## config.mk

```make
export PLATFORM = sky130hd
export DESIGN_NAME = tcm_channel
export DESIGN_NICKNAME = d
export VERILOG_FILES = /design/src/hw/tcm_pkg.sv /design/src/hw/tcm_channel.sv /design/src/hw/tcm_edge_detect.sv
export SDC_FILE = /design/constraint.sdc
export NUM_CORES = 1
export LEC_CHECK = 0
export BUFFER_PORTS_ARGS = -buffer_cell sky130_fd_sc_hd__buf_2
export CORE_UTILIZATION = 40
export CTS_CLUSTER_SIZE = 40
export DETAILED_ROUTE_END_ITERATION = 8
export PLACE_DENSITY = 0.79
export SETUP_SLACK_MARGIN = 0.5
export SLEW_MARGIN = 20
export SYNTH_ARGS = -nofsm -noshare
export SYNTH_HDL_FRONTEND = slang
export SYNTH_SLANG_ARGS = --single-unit
export TNS_END_PERCENT = 50
```

## constraint.sdc

```tcl
create_clock -name core_clk -period 1.45 [get_ports core_clk]
set_input_delay 0.2175 -clock core_clk [delete_from_list [all_inputs] [get_ports core_clk]]
set_output_delay 0.2175 -clock core_clk [all_outputs]
set_load 0.02 [all_outputs]
```

## src/hw/tcm_pkg.sv

```systemverilog
// Package with register layout, modes and bus types of the timer channel control block.
package tcm_pkg;

    localparam logic [11:0] TCM_ADDR_CTRL = 12'h000;
    localparam logic [11:0] TCM_ADDR_VALUE = 12'h004;
    localparam logic [11:0] TCM_ADDR_STATUS = 12'h008;

    localparam int TCM_BIT_FLAG = 7;
    localparam int TCM_BIT_IRQ_EN = 6;
    localparam int TCM_BIT_MS_UPPER = 5;
    localparam int TCM_BIT_MS_LOWER = 4;
    localparam int TCM_BIT_ELS_HI = 3;
    localparam int TCM_BIT_ELS_LO = 2;

    localparam logic [7:0] TCM_CTRL_RESET = 8'h00;
    localparam logic [15:0] TCM_VALUE_RESET = 16'h0000;
    localparam logic [1:0] TCM_ELS_OFF = 2'h0;
    localparam logic [1:0] TCM_ELS_01 = 2'h1;
    localparam logic [1:0] TCM_ELS_10 = 2'h2;
    localparam logic [1:0] TCM_ELS_11 = 2'h3;

    typedef enum logic [3:0] {
        TCM_MODE_CAPTURE = 4'b0001,
        TCM_MODE_COMPARE = 4'b0010,
        TCM_MODE_EPWM = 4'b0100,
        TCM_MODE_CPWM = 4'b1000
    } tcm_mode_t;

    typedef struct packed {
        logic psel;
        logic penable;
        logic pwrite;
        logic [11:0] paddr;
        logic [31:0] pwdata;
    } tcm_apb_req_t;

    typedef struct packed {
        logic pready;
        logic pslverr;
        logic [31:0] prdata;
    } tcm_apb_rsp_t;

    typedef struct packed {
        logic [15:0] count;
        logic match;
        logic overflow;
        logic count_down;
        logic center_pwm_select;
    } tcm_counter_t;

endpackage : tcm_pkg

```

## src/hw/tcm_channel.sv

```systemverilog
// Timer channel status/control register, mode decode, capture and pin logic.
// Function
// - Capture edge sets the channel event flag
// - Compare or edge PWM match sets flag
// - Center PWM sets flag on every match
// - Interrupt request when flag and enable set
// - Flag clears by read then write zero
// - New event restarts the clear sequence
// - Reset clears flag, writing one ignored
// - Interrupt enable bit six, read write
// - Upper mode bit selects edge PWM
// - Lower mode bit selects capture or compare
// - Edge level zero releases the pin
// - Capture edge chosen by edge level pattern
// - Compare pin action chosen by pattern
// - Edge PWM polarity chosen by pattern
// - Center PWM polarity chosen by pattern
// - Center mode select overrides channel modes
// - Capture copies counter into channel value
`timescale 1ns/1ps
module tcm_channel
    import tcm_pkg::*;
(
    input wire logic core_clk,
    input wire logic rstn,
    input wire logic psel,
    input wire logic penable,
    input wire logic pwrite,
    input wire logic [11:0] paddr,
    input wire logic [31:0] pwdata,
    output logic [31:0] prdata,
    output logic pready,
    output logic pslverr,
    input wire logic [15:0] counter_value,
    input wire logic counter_match,
    input wire logic counter_overflow,
    input wire logic counter_down,
    input wire logic center_pwm_select,
    input wire logic pin_in,
    output logic pin_out,
    output logic pin_oe,
    output logic channel_irq
);

    typedef struct packed {
        logic rst_sync1;
        logic rst_sync2;
    } tcm_rst_t;

    typedef struct packed {
        logic channel_event_flag;
        logic channel_irq_enable;
        logic mode_select_upper;
        logic mode_select_lower;
        logic [1:0] edge_level_select;
        logic clear_armed;
        logic [15:0] channel_value;
        logic out_level;
        logic [31:0] rdata;
    } tcm_state_t;

    tcm_rst_t rst_reg;
    tcm_state_t state_reg;
    tcm_state_t state_next;
    tcm_apb_req_t req;
    tcm_counter_t cnt;
    tcm_mode_t mode;
    logic rst_n;
    logic rise;
    logic fall;
    logic capture_hit;
    logic event_hit;
    logic setup_phase;
    logic access_phase;
    logic wr_ctrl;
    logic wr_value;
    logic rd_ctrl;
    logic addr_ok;
    logic pin_used;
    logic [7:0] ctrl_view;

    always_ff @(posedge core_clk or negedge rstn) begin
        if (!rstn) begin
            rst_reg <= '0;
        end else begin
            rst_reg.rst_sync1 <= 1'b1;
            rst_reg.rst_sync2 <= rst_reg.rst_sync1;
        end
    end

    assign rst_n = rst_reg.rst_sync2;

    tcm_edge_detect u_edge (
        .core_clk(core_clk),
        .rst_n(rst_n),
        .pin_in(pin_in),
        .rise(rise),
        .fall(fall)
    );

    assign req = '{psel: psel, penable: penable, pwrite: pwrite, paddr: paddr, pwdata: pwdata};
    assign cnt = '{count: counter_value, match: counter_match, overflow: counter_overflow,
                   count_down: counter_down, center_pwm_select: center_pwm_select};

    // Center mode wins over the channel's own mode bits.
    always_comb begin
        if (cnt.center_pwm_select) begin
            mode = TCM_MODE_CPWM;
        end else if (state_reg.mode_select_upper) begin
            mode = TCM_MODE_EPWM;
        end else if (state_reg.mode_select_lower) begin
            mode = TCM_MODE_COMPARE;
        end else begin
            mode = TCM_MODE_CAPTURE;
        end
    end

    assign pin_used = state_reg.edge_level_select != TCM_ELS_OFF;

    // Active edge per edge/level pattern.
    always_comb begin
        case (state_reg.edge_level_select)
            TCM_ELS_01: capture_hit = rise;
            TCM_ELS_10: capture_hit = fall;
            TCM_ELS_11: capture_hit = rise | fall;
            default: capture_hit = 1'b0;
        endcase
    end

    always_comb begin
        case (mode)
            TCM_MODE_CAPTURE: event_hit = capture_hit;
            TCM_MODE_COMPARE: event_hit = cnt.match;
            TCM_MODE_EPWM: event_hit = cnt.match;
            TCM_MODE_CPWM: event_hit = cnt.match;
            default: event_hit = 1'b0;
        endcase
    end

    assign setup_phase = req.psel & ~req.penable;
    assign access_phase = req.psel & req.penable;
    assign addr_ok = (req.paddr == TCM_ADDR_CTRL) | (req.paddr == TCM_ADDR_VALUE)
                   | (req.paddr == TCM_ADDR_STATUS);
    assign wr_ctrl = access_phase & req.pwrite & (req.paddr == TCM_ADDR_CTRL);
    assign wr_value = access_phase & req.pwrite & (req.paddr == TCM_ADDR_VALUE);
    assign rd_ctrl = access_phase & ~req.pwrite & (req.paddr == TCM_ADDR_CTRL);

    assign ctrl_view = {state_reg.channel_event_flag, state_reg.channel_irq_enable,
                        state_reg.mode_select_upper, state_reg.mode_select_lower,
                        state_reg.edge_level_select, 2'h0};

    always_comb begin
        state_next = state_reg;
        // Clear sequence: a read that sees the flag arms it, a zero write then clears.
        if (rd_ctrl && state_reg.channel_event_flag) begin
            state_next.clear_armed = 1'b1;
        end
        if (wr_ctrl) begin
            state_next.channel_irq_enable = req.pwdata[TCM_BIT_IRQ_EN];
            state_next.mode_select_upper = req.pwdata[TCM_BIT_MS_UPPER];
            state_next.mode_select_lower = req.pwdata[TCM_BIT_MS_LOWER];
            state_next.edge_level_select = req.pwdata[TCM_BIT_ELS_HI:TCM_BIT_ELS_LO];
            state_next.clear_armed = 1'b0;
            if (!req.pwdata[TCM_BIT_FLAG] && state_reg.clear_armed) begin
                state_next.channel_event_flag = 1'b0;
            end
        end
        if (wr_value) begin
            state_next.channel_value = req.pwdata[15:0];
        end
        // A new event wins over a clear and restarts the sequence.
        if (event_hit) begin
            state_next.channel_event_flag = 1'b1;
            state_next.clear_armed = 1'b0;
        end
        if (mode == TCM_MODE_CAPTURE && capture_hit) begin
            state_next.channel_value = cnt.count;
        end
        case (mode)
            TCM_MODE_COMPARE: begin
                if (cnt.match) begin
                    case (state_reg.edge_level_select)
                        TCM_ELS_01: state_next.out_level = ~state_reg.out_level;
                        TCM_ELS_10: state_next.out_level = 1'b0;
                        TCM_ELS_11: state_next.out_level = 1'b1;
                        default: state_next.out_level = state_reg.out_level;
                    endcase
                end
            end
            TCM_MODE_EPWM: begin
                if (cnt.match) begin
                    state_next.out_level = state_reg.edge_level_select[0];
                end else if (cnt.overflow) begin
                    state_next.out_level = ~state_reg.edge_level_select[0];
                end
            end
            TCM_MODE_CPWM: begin
                if (cnt.match) begin
                    if (cnt.count_down) begin
                        state_next.out_level = ~state_reg.edge_level_select[0];
                    end else begin
                        state_next.out_level = state_reg.edge_level_select[0];
                    end
                end
            end
            default: state_next.out_level = state_reg.out_level;
        endcase
        state_next.rdata = 32'h0000_0000;
        if (setup_phase && !req.pwrite) begin
            case (req.paddr)
                TCM_ADDR_CTRL: state_next.rdata = {24'h00_0000, ctrl_view};
                TCM_ADDR_VALUE: state_next.rdata = {16'h0000, state_reg.channel_value};
                TCM_ADDR_STATUS: state_next.rdata = {28'h000_0000, mode};
                default: state_next.rdata = 32'h0000_0000;
            endcase
        end else begin
            state_next.rdata = state_reg.rdata;
        end
    end

    always_ff @(posedge core_clk or negedge rst_n) begin
        if (!rst_n) begin
            state_reg <= '{channel_event_flag: 1'b0, channel_irq_enable: 1'b0,
                           mode_select_upper: 1'b0, mode_select_lower: 1'b0,
                           edge_level_select: 2'h0, clear_armed: 1'b0,
                           channel_value: TCM_VALUE_RESET, out_level: 1'b0,
                           rdata: 32'h0000_0000};
        end else begin
            state_reg <= state_next;
        end
    end

    assign pready = 1'b1;
    assign pslverr = access_phase & ~addr_ok;
    assign prdata = state_reg.rdata;
    assign channel_irq = state_reg.channel_event_flag & state_reg.channel_irq_enable;
    assign pin_oe = pin_used & (mode != TCM_MODE_CAPTURE);
    assign pin_out = pin_oe & state_reg.out_level;

    a_irq_follows_flag: assert property (@(posedge core_clk) disable iff (!rst_n)
        channel_irq == (state_reg.channel_event_flag && state_reg.channel_irq_enable))
        else $error("Interrupt does not follow flag and enable.");

    a_event_sets_flag: assert property (@(posedge core_clk) disable iff (!rst_n)
        event_hit |=> state_reg.channel_event_flag && !state_reg.clear_armed)
        else $error("Event did not set the flag.");

    a_flag_clear_needs_read: assert property (@(posedge core_clk) disable iff (!rst_n)
        $fell(state_reg.channel_event_flag) |-> $past(wr_ctrl) && $past(state_reg.clear_armed))
        else $error("Flag cleared without read and zero write.");

    a_write_one_keeps: assert property (@(posedge core_clk) disable iff (!rst_n)
        wr_ctrl && req.pwdata[TCM_BIT_FLAG] && state_reg.channel_event_flag
        |=> state_reg.channel_event_flag)
        else $error("Writing one cleared the flag.");

    a_center_override: assert property (@(posedge core_clk) disable iff (!rst_n)
        cnt.center_pwm_select |-> mode == TCM_MODE_CPWM)
        else $error("Center mode did not override channel mode.");

    a_pin_released: assert property (@(posedge core_clk) disable iff (!rst_n)
        state_reg.edge_level_select == TCM_ELS_OFF |-> !pin_oe && !capture_hit)
        else $error("Pin used with edge level zero.");

    a_capture_copy: assert property (@(posedge core_clk) disable iff (!rst_n)
        mode == TCM_MODE_CAPTURE && capture_hit |=> state_reg.channel_value == $past(cnt.count))
        else $error("Capture did not copy the counter.");

    a_epwm_match_level: assert property (@(posedge core_clk) disable iff (!rst_n)
        mode == TCM_MODE_EPWM && cnt.match
        |=> state_reg.out_level == $past(state_reg.edge_level_select[0]))
        else $error("Edge PWM level wrong after match.");

    a_epwm_overflow: assert property (@(posedge core_clk) disable iff (!rst_n)
        mode == TCM_MODE_EPWM && cnt.overflow && !cnt.match
        |=> state_reg.out_level != $past(state_reg.edge_level_select[0]))
        else $error("Edge PWM not active after overflow.");

    a_oc_set: assert property (@(posedge core_clk) disable iff (!rst_n)
        mode == TCM_MODE_COMPARE && cnt.match && state_reg.edge_level_select == TCM_ELS_11
        |=> state_reg.out_level)
        else $error("Compare set action failed.");

    a_capture_flag: assert property (@(posedge core_clk) disable iff (!rst_n)
        mode == TCM_MODE_CAPTURE && capture_hit
        |=> state_reg.channel_event_flag)
        else $error("Capture edge did not set the flag.");

    a_compare_flag: assert property (@(posedge core_clk) disable iff (!rst_n)
        (mode == TCM_MODE_COMPARE || mode == TCM_MODE_EPWM) && cnt.match
        |=> state_reg.channel_event_flag)
        else $error("Compare match did not set the flag.");

    a_center_flag: assert property (@(posedge core_clk) disable iff (!rst_n)
        mode == TCM_MODE_CPWM && cnt.match
        |=> state_reg.channel_event_flag)
        else $error("Center match did not set the flag.");

    a_zero_write_clears: assert property (@(posedge core_clk) disable iff (!rst_n)
        wr_ctrl && !req.pwdata[TCM_BIT_FLAG] && state_reg.clear_armed && !event_hit
        |=> !state_reg.channel_event_flag)
        else $error("Armed zero write did not clear the flag.");

    a_irq_enable_write: assert property (@(posedge core_clk) disable iff (!rst_n)
        wr_ctrl
        |=> state_reg.channel_irq_enable == $past(req.pwdata[TCM_BIT_IRQ_EN]))
        else $error("Interrupt enable not written.");

    a_epwm_decode: assert property (@(posedge core_clk) disable iff (!rst_n)
        !cnt.center_pwm_select && state_reg.mode_select_upper
        |-> mode == TCM_MODE_EPWM)
        else $error("Upper mode bit did not select edge PWM.");

    a_lower_mode_decode: assert property (@(posedge core_clk) disable iff (!rst_n)
        !cnt.center_pwm_select && !state_reg.mode_select_upper
        |-> mode == (state_reg.mode_select_lower ? TCM_MODE_COMPARE : TCM_MODE_CAPTURE))
        else $error("Lower mode bit decoded wrongly.");

    a_rise_only: assert property (@(posedge core_clk) disable iff (!rst_n)
        state_reg.edge_level_select == TCM_ELS_01 && fall
        |-> !capture_hit)
        else $error("Falling edge captured in rising only setting.");

    a_oc_toggle: assert property (@(posedge core_clk) disable iff (!rst_n)
        mode == TCM_MODE_COMPARE && cnt.match && state_reg.edge_level_select == TCM_ELS_01
        |=> state_reg.out_level != $past(state_reg.out_level))
        else $error("Compare toggle action failed.");

    a_oc_clear: assert property (@(posedge core_clk) disable iff (!rst_n)
        mode == TCM_MODE_COMPARE && cnt.match && state_reg.edge_level_select == TCM_ELS_10
        |=> !state_reg.out_level)
        else $error("Compare clear action failed.");

    a_cpwm_up_level: assert property (@(posedge core_clk) disable iff (!rst_n)
        mode == TCM_MODE_CPWM && cnt.match && !cnt.count_down
        |=> state_reg.out_level == $past(state_reg.edge_level_select[0]))
        else $error("Center PWM level wrong after up match.");

    a_cpwm_down_level: assert property (@(posedge core_clk) disable iff (!rst_n)
        mode == TCM_MODE_CPWM && cnt.match && cnt.count_down
        |=> state_reg.out_level != $past(state_reg.edge_level_select[0]))
        else $error("Center PWM level wrong after down match.");

endmodule : tcm_channel

```

## src/hw/tcm_edge_detect.sv

```systemverilog
// Pin synchroniser and edge detector for the channel input.
`timescale 1ns/1ps
module tcm_edge_detect
    import tcm_pkg::*;
(
    input wire logic core_clk,
    input wire logic rst_n,
    input wire logic pin_in,
    output logic rise,
    output logic fall
);

    typedef struct packed {
        logic sync1;
        logic sync2;
        logic last;
    } tcm_edge_state_t;

    tcm_edge_state_t state_reg;
    tcm_edge_state_t state_next;

    always_comb begin
        state_next = state_reg;
        state_next.sync1 = pin_in;
        state_next.sync2 = state_reg.sync1;
        state_next.last = state_reg.sync2;
    end

    always_ff @(posedge core_clk or negedge rst_n) begin
        if (!rst_n) begin
            state_reg <= '0;
        end else begin
            state_reg <= state_next;
        end
    end

    assign rise = state_reg.sync2 & ~state_reg.last;
    assign fall = ~state_reg.sync2 & state_reg.last;

endmodule : tcm_edge_detect

```

==> results of run 1 <==
==> metrics by stage <==
stage	worst slack [ps]	total power [uW]	cells	area [sq um]	TNS, ps
3_5_place_dp	-135.3	1640	394	2902	-3328
2_1_floorplan	-74.17	1524	267	2586	-1165
3_3_place_gp	-89.37	1630	394	2902	-1788
4_1_cts	-157.4	2643	412	3356	-2378
6_report	-235.4	2683	420	3700	-3599
5_1_grt	-261.7	2774	420	3700	-4353
==> layer usage <==
metal,up-vias,routed length (um),global-route usage
met1,1157,2833,0.2426
met2,94,3556,0.3393
met5,-,0,0
met4,0,206,0.06786
li1,1010,-,-
met3,20,413,0.04432
==> synthesized netlist by cell type (all sizes together) <==
cell type,count
a211o,1
a211oi,2
a21oi,3
a22o,8
a22oi,7
a31oi,17
a32oi,3
and2,3
and2b,2
and3,2
and4,2
and4b,1
buf,42
clkbuf,2
conb,2
dfrtp,45
ha,6
inv,5
mux2,6
mux2i,1
nand2,41
nand2b,2
nand3,2
nand3b,1
nand4,3
nor2,22
nor3,2
nor4,3
nor4b,1
o2111a,1
o21ai,10
or3,1
or3b,1
xnor2,1
==> worst max-delay path: cells and delay by family, from the launching register on <==
kind            cells  cell delay [ps]
buf+inv             2              320
flops               1              430
fa+ha+maj           1              180
simple gates        1               30
compound gates      3              620
==> timing repair <==
action / in CTS / in global routing
hold buffers: 1 / 0
endpoints found under the hold margin: 2 / 0
pin swaps: 21 / 30
resized for setup: 78 / 61
endpoints found under the setup margin: 60 / 60
buffers inserted: 9 / 5
gates cloned: 0 / 3
==> cell type report <==
| class | instances | share of cell area |
|---|---|---|
| clock buffer | 6 | 0.02232 |
| inverter | 5 | 0.005073 |
| sequential | 45 | 0.3050 |
| multi-input combinational | 173 | 0.3703 |
| tap | 75 | 0.02536 |
| timing repair buffer | 114 | 0.2618 |
| clock inverter | 2 | 0.01015 |
==> how the worst min path moves through the flow <==
stage / endpoint / slack [ps] / cells after the start
after global placement: rst_reg[1] / 2 / 1
after floorplan: rst_n / -80 / 0
after CTS: u_edge.state_next[1] / 30 / 1
after detailed placement: rst_reg[1] / 8 / 1
after global routing: u_edge.state_next[1] / 30 / 1
final: u_edge.state_next[1] / 30 / 1
==> power by group through the flow <==
stage | Sequential, uW | Clock, uW | Combinational, uW
after floorplan | 1350 | 0 | 169
after global placement | 1350 | 0 | 282
after detailed placement | 1350 | 0 | 291
after CTS | 1320 | 998 | 319
after global routing | 1330 | 1050 | 396
final | 1330 | 991 | 363
==> cell usage in the layout, fill, tap and decap left out, drive strengths merged, types with 5 or more instances in the layout <==
master	n
a22o	8
dfrtp	45
clkbuf	8
a22oi	7
inv	5
conb	18
a31oi	17
ha	6
o21ai	10
nand2	41
mux2	6
nor2	22
buf	111
==> kinds of logic (layout without fill, tap and decap cells) <==
group	Yosys count	in the layout	synth area share
adder cells (fa/ha/maj)	6	6	0.03066
other	2	18	0.003067
multiplexers	7	7	0.03168
XOR/XNOR	1	1	0.003578
AO/OA/AOI/OAI	52	52	0.1451
flip-flops	45	45	0.4599
buffers and inverters	49	127	0.1369
AND/OR/NAND/NOR	89	89	0.1891
==> metrics.md, run 1 <==
| Metric | Value |
|---|---|
| Largest register FFs | `18` |
| Hold Violations, Final | `0` |
| CP max FO | `6` |
| Reg-to-reg endpoint | `state_reg[41]` |
| Post-DP HPWL | `between 4000 and 5000 um` |
| Post-synthesis cell area | `roughly 0.0024 sq mm` |
| Min Hold Slack | `about 30 ps` |
| Skew final | `between 7 and 8 ps` |
| GP Congestion | `between 0.8 and 0.9` |
| Slowest stage delay, CP | `about 430 ps` |
| Iter 0 DRT Violations | `between 150 and 200` |
| Post-Syn Instances | `about 250` |
| CP max stage cell | `dfrtp_2` |
| Htree depth | `2` |
| Synth area leaders | `dfrtp_1, buf_4, nand2_1` |
| Footprint of the multi-input gates | `between 0.001 and 0.0015 sq mm` |
| Fraction of layout cells with a size suffix above 1 | `0.5391` |
| Avg WL per Cell | `approximately 17 um` |
| Final min period | `1685 ps` |
| CP Data Required Time | `between 1500 and 2000 ps` |
| Initial Utilization | `0.4136` |
| Io pins | `between 100 and 150` |
| CP startpoint kind | `flop` |
| Skew-Pair Late Insertion Delay | `between 200 and 300 ps` |
| Die ar. | `0.006438 sq mm` |
| Sw Share | `0.2464` |
| 1st-pass router iterations | `4` |
| Root buf cell | `clkbuf_8` |
| Number of diodes | `0` |
| Post-DRT Antenna Nets | `0` |
| Critical path class | `reg2reg` |
| Area grow syn2layout | `51.10%` |
| First-pass GRT wire length | `about 10000 um` |
| Layout Nets | `420` |
| Final core area utilization | `0.6249` |
| Status | `complete, but fails checks` |
| Ys Warns | `0` |
| Hold Startpoint | `pin_in` |
| Die height | `about 80 um` |
| Top cell type's share of synthesized area | `0.4599` |
| Share of power burned in registers | `0.495` |
| Hold Path Class | `in2reg` |
| Data arrival, critical path | `about 1900 ps` |
| Fin worst setup slack | `-235.4 ps` |
| Global Route Usage Sum | `0.1974` |
| Period utilization | `1.162` |
| CTS Buffer Depth | `2` |
| Clock network fraction of total power | `0.369` |
| Netlist cell types | `41` |
| Total Routed Length | `7009 um` |
| Critical path origin | `ctrl_view[2]` |
| Vias in the first global route | `2115` |
| Mean post-synth cell area | `between 9 and 10 sq um` |
| Post-synthesis sequential area ratio | `0.4599` |
| Port Buffer Count | `73` |
| R2r worst-path depth | `7` |
| Post-DR vias/cell | `~5.4` |
| Largest net degree at the start of global routing | `between 40 and 50` |
| FF+latch area | `about 0.0011 sq mm` |
| Power per cell area | `about 730 mW/mm^2` |
| RSZ-0062 raised after global routing | `true` |
| Clk sinks | `between 40 and 50` |
| Critical Path End | `state_reg[41]` |
| Remaining global-route overflow | `0` |
| Int Pwr | `slightly above 2000 uW` |
| RR Startpoint | `ctrl_view[2]` |
| Fillers | `438` |
| Endpoint class of the critical path | `flop` |
| R2r setup slk | `-240 ps` |
| Setup Viol. Count Final | `21` |
| Antenna violations before repair | `0` |
| Post-route DRC | `0` |
| Peak supply drop | `between 0.0004 and 0.0005 V` |
| Fmax | `around 600 MHz` |
| Core Box Area | `between 0.005 and 0.006 sq mm` |
| Total CTS buffers | `5` |
| Row count | `28` |
| CTS tree | `done` |
| CP Cell Sequence | `buf_6, ha_2, a22oi_2, a211o_4, clkbuf_16, nor2_4, a31oi_1` |
| CTS clk-pin slew, worst paths | `approximately 90 ps` |
| Failing checks | `setup timing` |
| Final-report max-slew violation count | `0` |
| Vias post-DR | `2281` |
| MaxCap Viol Count | `0` |
| Cell taking the most area after synthesis | `dfrtp_1` |
| Net Switching | `approximately 660 uW` |
| Combinational Power Share | `0.135` |
| P_leak | `approximately 0.0017 uW` |
| Die X-Extent | `between 80 and 90 um` |
| FF+latch count, synth | `45` |
No activity file was read; power rests on OpenSTA's default activity.
==> inputs of run 2 (changes only) <==
--- a/config.mk
+++ b/config.mk
@@ -10,7 +10,8 @@
 export CTS_CLUSTER_SIZE = 40
 export DETAILED_ROUTE_END_ITERATION = 8
 export PLACE_DENSITY = 0.79
-export SETUP_SLACK_MARGIN = 0.5
+export REMOVE_ABC_BUFFERS = 1
+export SETUP_SLACK_MARGIN = 0.02
 export SLEW_MARGIN = 20
 export SYNTH_ARGS = -nofsm -noshare
 export SYNTH_HDL_FRONTEND = slang
==> metrics.md, run 2 (synthesized netlist as in run 1, its figures left out) <==
| Metric | Value |
|---|---|
| Status | `complete, but fails checks` |
| Failing checks | `setup timing` |
| Most frequent cells in the layout | `buf_2, dfrtp_1, nand2_1` |
| Row count | `28` |
| Core Box Area | `0.005921 sq mm` |
| Fmax | `between 500 and 600 MHz` |
| Number of diodes | `0` |
| Area grow syn2layout | `31.17%` |
| Avg WL per Cell | `approximately 15 um` |
| Post-DRT Antenna Nets | `0` |
| CP Data Required Time | `1630 ps` |
| Port Buffer Count | `73` |
| CP max FO | `8` |
| Die X-Extent | `80.24 um` |
| Fraction of layout cells with a size suffix above 1 | `0.4478` |
| Power per cell area | `between 700 and 800 mW/mm^2` |
| Final core area utilization | `0.5425` |
| Die ar. | `0.006438 sq mm` |
| Post-route DRC | `0` |
| Final-report max-slew violation count | `0` |
| RSZ-0062 raised after global routing | `true` |
| Post-DR vias/cell | `between 5 and 6` |
| Clk sinks | `45` |
| Hold Path Class | `in2reg` |
| Vias post-DR | `between 2k and 2.5k` |
| Layout Nets | `between 400 and 500` |
| CP max stage cell | `dfrtp_1` |
| CP Cell Sequence | `buf_6, or3_4, a211o_4, clkbuf_16, nor2_1, a31oi_1` |
| Total CTS buffers | `5` |
| Skew-Pair Late Insertion Delay | `about 290 ps` |
| Pwr Total | `~2400 uW` |
| First-pass GRT wire length | `just under 9000 um` |
| Data arrival, critical path | `1850 ps` |
| Fin worst setup slack | `-227.0 ps` |
| Vias in the first global route | `1855` |
| CTS Buffer Depth | `2` |
| GP Congestion | `between 0.8 and 0.9` |
| Global Route Usage Sum | `0.1796` |
| Largest net degree at the start of global routing | `35` |
| Peak supply drop | `between 0.0005 and 0.0006 V` |
| CTS tree | `done` |
| Critical path class | `reg2reg` |
| Die height | `between 80 and 90 um` |
| Total Routed Length | `about 6100 um` |
| Setup_tns | `-3867 ps` |
| Final min period | `1677 ps` |
| CP startpoint kind | `flop` |
| Antenna violations before repair | `0` |
| Most common cell after layout, fill and taps aside | `buf_2` |
| Largest register FFs | `18` |
| Min Hold Slack | `between 30 and 40 ps` |
| Root buf cell | `clkbuf_8` |
| Slowest stage delay, CP | `approximately 430 ps` |
| Setup Viol. Count Final | `21` |
| 1st-pass router iterations | `4` |
| Remaining global-route overflow | `0` |
| Io pins | `107` |
| P_leak | `between 0.0015 and 0.002 uW` |
| Iter 0 DRT Violations | `roughly 130` |
| CTS clk-pin slew, worst paths | `about 80 ps` |
| MaxCap Viol Count | `0` |
| Initial Utilization | `0.4136` |
| Htree depth | `2` |
| Period utilization | `1.157` |
| Post-DP HPWL | `3937 um` |
| Skew final | `8.283 ps` |
| Hold Violations, Final | `0` |
| Endpoint class of the critical path | `flop` |
==> run 2: repair_timing <==
item	CTS	global route
pin swaps	4	4
resized for setup	11	30
cloned	0	4
setup buffers	6	2
endpoints found under the setup margin	21	22
hold buffers	1	0
endpoints found under the hold margin	2	0
==> run 2: worst max-delay path: cells and delay by family (launching register included) <==
kind | cells | cell delay, ps
DFF | 1 | 430
and+or+nand+nor | 2 | 410
AOI/OAI and AO/OA | 2 | 390
buffers and inverters | 2 | 330
==> run 2: final cells by class <==
| class | instances | area (sq um) |
|---|---|---|
| Sequential cell | 45 | 1127 |
| Clock buffer | 8 | 80.08 |
| Tap cell | 75 | 93.84 |
| Inverter | 5 | 18.77 |
| Timing Repair Buffer | 104 | 718.2 |
| Multi-Input combinational cell | 173 | 1174 |
| Fill cell | 534 | 2709 |
==> run 2: metrics by stage <==
stage	worst slack [ps]	instance area [sq um]	cells
2_1_floorplan	-369.9	2192	223
3_3_place_gp	-69.55	2825	389
3_5_place_dp	-136.6	2825	389
4_1_cts	-180.4	3005	404
5_1_grt	-266.2	3212	410
6_report	-227.0	3212	410
==> run 2: per-layer routing <==
layer,routed length [um],track usage
met5,0,0
met4,35,0.04643
met3,391,0.03182
met2,2977,0.3009
met1,2669,0.2388
==> run 2: path summary, 6_finish.rpt <==
| kind | cells after the start | slack (ps) | endpoint | startpoint |
|---|---|---|---|---|
| hold / removal | 1 | 30 | u_edge.state_next[1] | pin_in |
| min in group asynchronous | 0 | 220 | state_reg[49] | rst_n |
| max in group asynchronous | 1 | 740 | ctrl_view[3] | rst_n |
| setup reg to reg | 6 | -230 | state_reg[42] | ctrl_view[5] |
| setup / recovery | 6 | -230 | state_reg[42] | ctrl_view[5] |
| hold reg to reg | 0 | 220 | state_reg[49] | rst_n |
==> run 2: power by group <==
group          leakage (uW)  internal, uW  switching (uW)
clock             0.0000395           343             402
sequential         0.000582          1300            36.2
combinational      0.000966           129             162
==> inputs of run 3 (changes only) <==
--- a/config.mk
+++ b/config.mk
@@ -15,5 +15,6 @@
 export SLEW_MARGIN = 20
 export SYNTH_ARGS = -nofsm -noshare
 export SYNTH_HDL_FRONTEND = slang
+export SYNTH_HIERARCHICAL = 1
 export SYNTH_SLANG_ARGS = --single-unit
 export TNS_END_PERCENT = 50
==> metrics.md, run 3 <==
| Metric | Value |
|---|---|
| Final min period | `slightly below 2000 ps` |
| Port Buffer Count | `73` |
| Hold Violations, Final | `0` |
| Period utilization | `1.348` |
| CP Cell Sequence | `buf_6, or4_4, or4_4, or3b_4, a221o_1` |
| Endpoint class of the critical path | `flop` |
| Skew-Pair Late Insertion Delay | `about 320 ps` |
| Int Pwr | `about 2000 uW` |
| Htree depth | `2` |
| Share of power burned in registers | `0.483` |
| GP Congestion | `0.8691` |
| Hold Path Sink | `ctrl_view[5]` |
| CP most frequent cell | `or4_4` |
| R2r setup slk | `-360 ps` |
| Hold Startpoint | `pwdata[5]` |
| Combinational Power Share | `0.159` |
| Net Switching | `about 740 uW` |
| Fin worst setup slack | `-505.1 ps` |
| Global Route Usage Sum | `0.2529` |
| P_leak | `0.001847 uW` |
| CTS Buffer Depth | `2` |
| Fmax | `~510 MHz` |
| Worst-Margin Slew | `740.5 ps` |
| CP max stage cell | `or4_4` |
| Core Box Area | `between 0.006 and 0.007 sq mm` |
| Setup Viol. Count Final | `43` |
| Most frequent cells in the layout | `buf_2, dfrtp_1, buf_4` |
| Die height | `82.12 um` |
| Total CTS buffers | `5` |
| Post-DR vias/cell | `between 5 and 6` |
| Post-DP HPWL | `5092 um` |
| Reg-to-reg endpoint | `state_reg[45]` |
| Largest net degree at the start of global routing | `44` |
| Io pins | `107` |
| Initial Utilization | `0.4236` |
| 1st-pass router iterations | `4` |
| Remaining global-route overflow | `0` |
| Largest register FFs | `18` |
| Layout Nets | `roughly 450` |
| Top cell type's share of synthesized area | `0.4386` |
| Most used DFF post-synth | `dfrtp_1` |
| Total Routed Length | `around 9200 um` |
| Clk sinks | `45` |
| First-pass GRT wire length | `~12000 um` |
| Die ar. | `~0.0067 sq mm` |
| Root buf cell | `clkbuf_8` |
| Number of diodes | `0` |
| Peak supply drop | `between 0.0005 and 0.0006 V` |
| Final-report max-slew violation count | `0` |
| Avg WL per Cell | `between 20 and 25 um` |
| CP max FO | `2` |
| Post-route DRC | `0` |
| Die X-Extent | `a little over 80 um` |
| Netlist cell types | `43` |
| CP Data Required Time | `roughly 1700 ps` |
| R2r worst-path depth | `7` |
| Synth area leaders | `dfrtp_1, buf_4, a31oi_1` |
| Post-DP Area | `around 0.0031 sq mm` |
| Slew headroom | `0.5018` |
| CTS tree | `done` |
| Row count | `28` |
| FF+latch count, synth | `45` |
| Power per cell area | `roughly 690 mW/mm^2` |
| Design Area, Final | `0.003960 sq mm` |
| Post-synthesis sequential area ratio | `0.4386` |
| Setup_tns | `-10190 ps` |
| Vias in the first global route | `2521` |
| Critical path class | `in2reg` |
| Sw Share | `0.2692` |
| Asr flop ratio synth | `1.000` |
| Hold-critical path depth | `2` |
| Vias post-DR | `approximately 2.7k` |
| Clock network fraction of total power | `0.358` |
| MaxCap Viol Count | `0` |
| CTS clk-pin slew, worst paths | `90 ps` |
| Iter 0 DRT Violations | `~320` |
| Ys Warns | `6` |
| RSZ-0062 raised after global routing | `true` |
| Fraction of layout cells with a size suffix above 1 | `0.5801` |
| Skew final | `a little under 9 ps` |
| Post-DRT Antenna Nets | `0` |
| DP Worst Slack | `-805.9 ps` |
| Count leader, synth | `dfrtp_1` |
| Area grow syn2layout | `54.24%` |
| Mean post-synth cell area | `around 9.4 sq um` |
| Antenna violations before repair | `0` |
| Data arrival, critical path | `between 2000 and 2500 ps` |
| Cell taking the most area after synthesis | `dfrtp_1` |
| Failing checks | `setup timing` |
| EDFF count, synth | `0` |
| Status | `complete, but fails checks` |
| Slowest stage delay, CP | `about 570 ps` |
| Hold Path Class | `in2reg` |
| CP startpoint kind | `input port` |
| RR Startpoint | `ctrl_view[2]` |
| Final core area utilization | `0.6534` |
| Post-Syn Instances | `approximately 270` |
| Post-synthesis cell area | `between 0.002 and 0.003 sq mm` |
| Most common cell after layout, fill and taps aside | `buf_2` |
| Synth top cells by count | `dfrtp_1, buf_4, nor2_1, a21oi_1, a31oi_1` |
==> run 3: logic make-up (layout without fill, tap and decap cells) <==
logic type,Yosys count,after routing,synth area share
AOI/OAI and AO/OA,70,70,0.1759
xor gates and xnor gates,1,1,0.003412
adders and majority gates,4,4,0.01949
buffers and inverters,53,146,0.1306
DFF,45,45,0.4386
muxes,9,9,0.03801
other,2,18,0.002925
and+or+nand+nor,88,88,0.1910
==> run 3: worst max path at each step <==
stage	endpoint	startpoint	slack (ps)	depth (start not counted)
2_1_floorplan	ctrl_view[7]	paddr[9]	-780	4
3_3_place_gp	ctrl_view[7]	paddr[8]	-770	5
3_5_place_dp	ctrl_view[7]	paddr[9]	-810	5
4_1_cts	ctrl_view[7]	paddr[6]	-420	5
5_1_grt	ctrl_view[7]	paddr[0]	-510	5
6_report	ctrl_view[7]	paddr[0]	-510	5
==> run 3: metrics by stage <==
step / hold WS (ps) / total power, uW / std cells
after floorplan: -78.09 / 1488 / 238
after global placement: 4.157 / 1660 / 425
after detailed placement: 6.315 / 1672 / 425
after CTS: 5.424 / 2686 / 446
after global routing: 155.2 / 2859 / 456
final: 139.8 / 2752 / 456
==> run 3: repair_timing <==
item | CTS | global route
gates resized for setup | 60 | 77
hold buffers | 1 | 1
pin swaps | 36 | 15
endpoints found under the hold margin | 2 | 1
endpoints found under the setup margin | 43 | 43
setup buffers | 10 | 8
cloned | 2 | 1
==> run 3: critical path, delay by kind of cell <==
family / cells / cell delay [ps]
AND/OR/NAND/NOR: 3 / 1510
AO/OA/AOI/OAI: 1 / 330
buffers and inverters: 1 / 90
==> run 3: per-layer routing <==
| layer | routed length [um] | GRT usage | vias to the layer above |
|---|---|---|---|
| li1 | - | - | 1141 |
| met1 | 3543 | 0.2956 | 1339 |
| met3 | 613 | 0.05824 | 37 |
| met2 | 4798 | 0.4256 | 147 |
| met5 | 0 | 0 | - |
| met4 | 289 | 0.1421 | 0 |
==> run 3: cell type report <==
type | count | area [sq um]
Fill cell | 441 | 2101
Multi-Input combinational cell | 190 | 1625
Sequential cell | 45 | 1130
Timing Repair Buffer | 135 | 984.7
Tap cell | 75 | 93.84
Clock buffer | 5 | 68.82
Clock inverter | 3 | 46.29
Inverter | 3 | 11.26
==> run 3: power by group through the flow <==
stage                     Sequential [uW]  Clock (uW)  Combinational, uW
after floorplan                      1350           0                134
after global placement               1340           0                317
after detailed placement             1350           0                326
after CTS                            1320         990                373
after global routing                 1330        1060                468
final                                1330         986                438
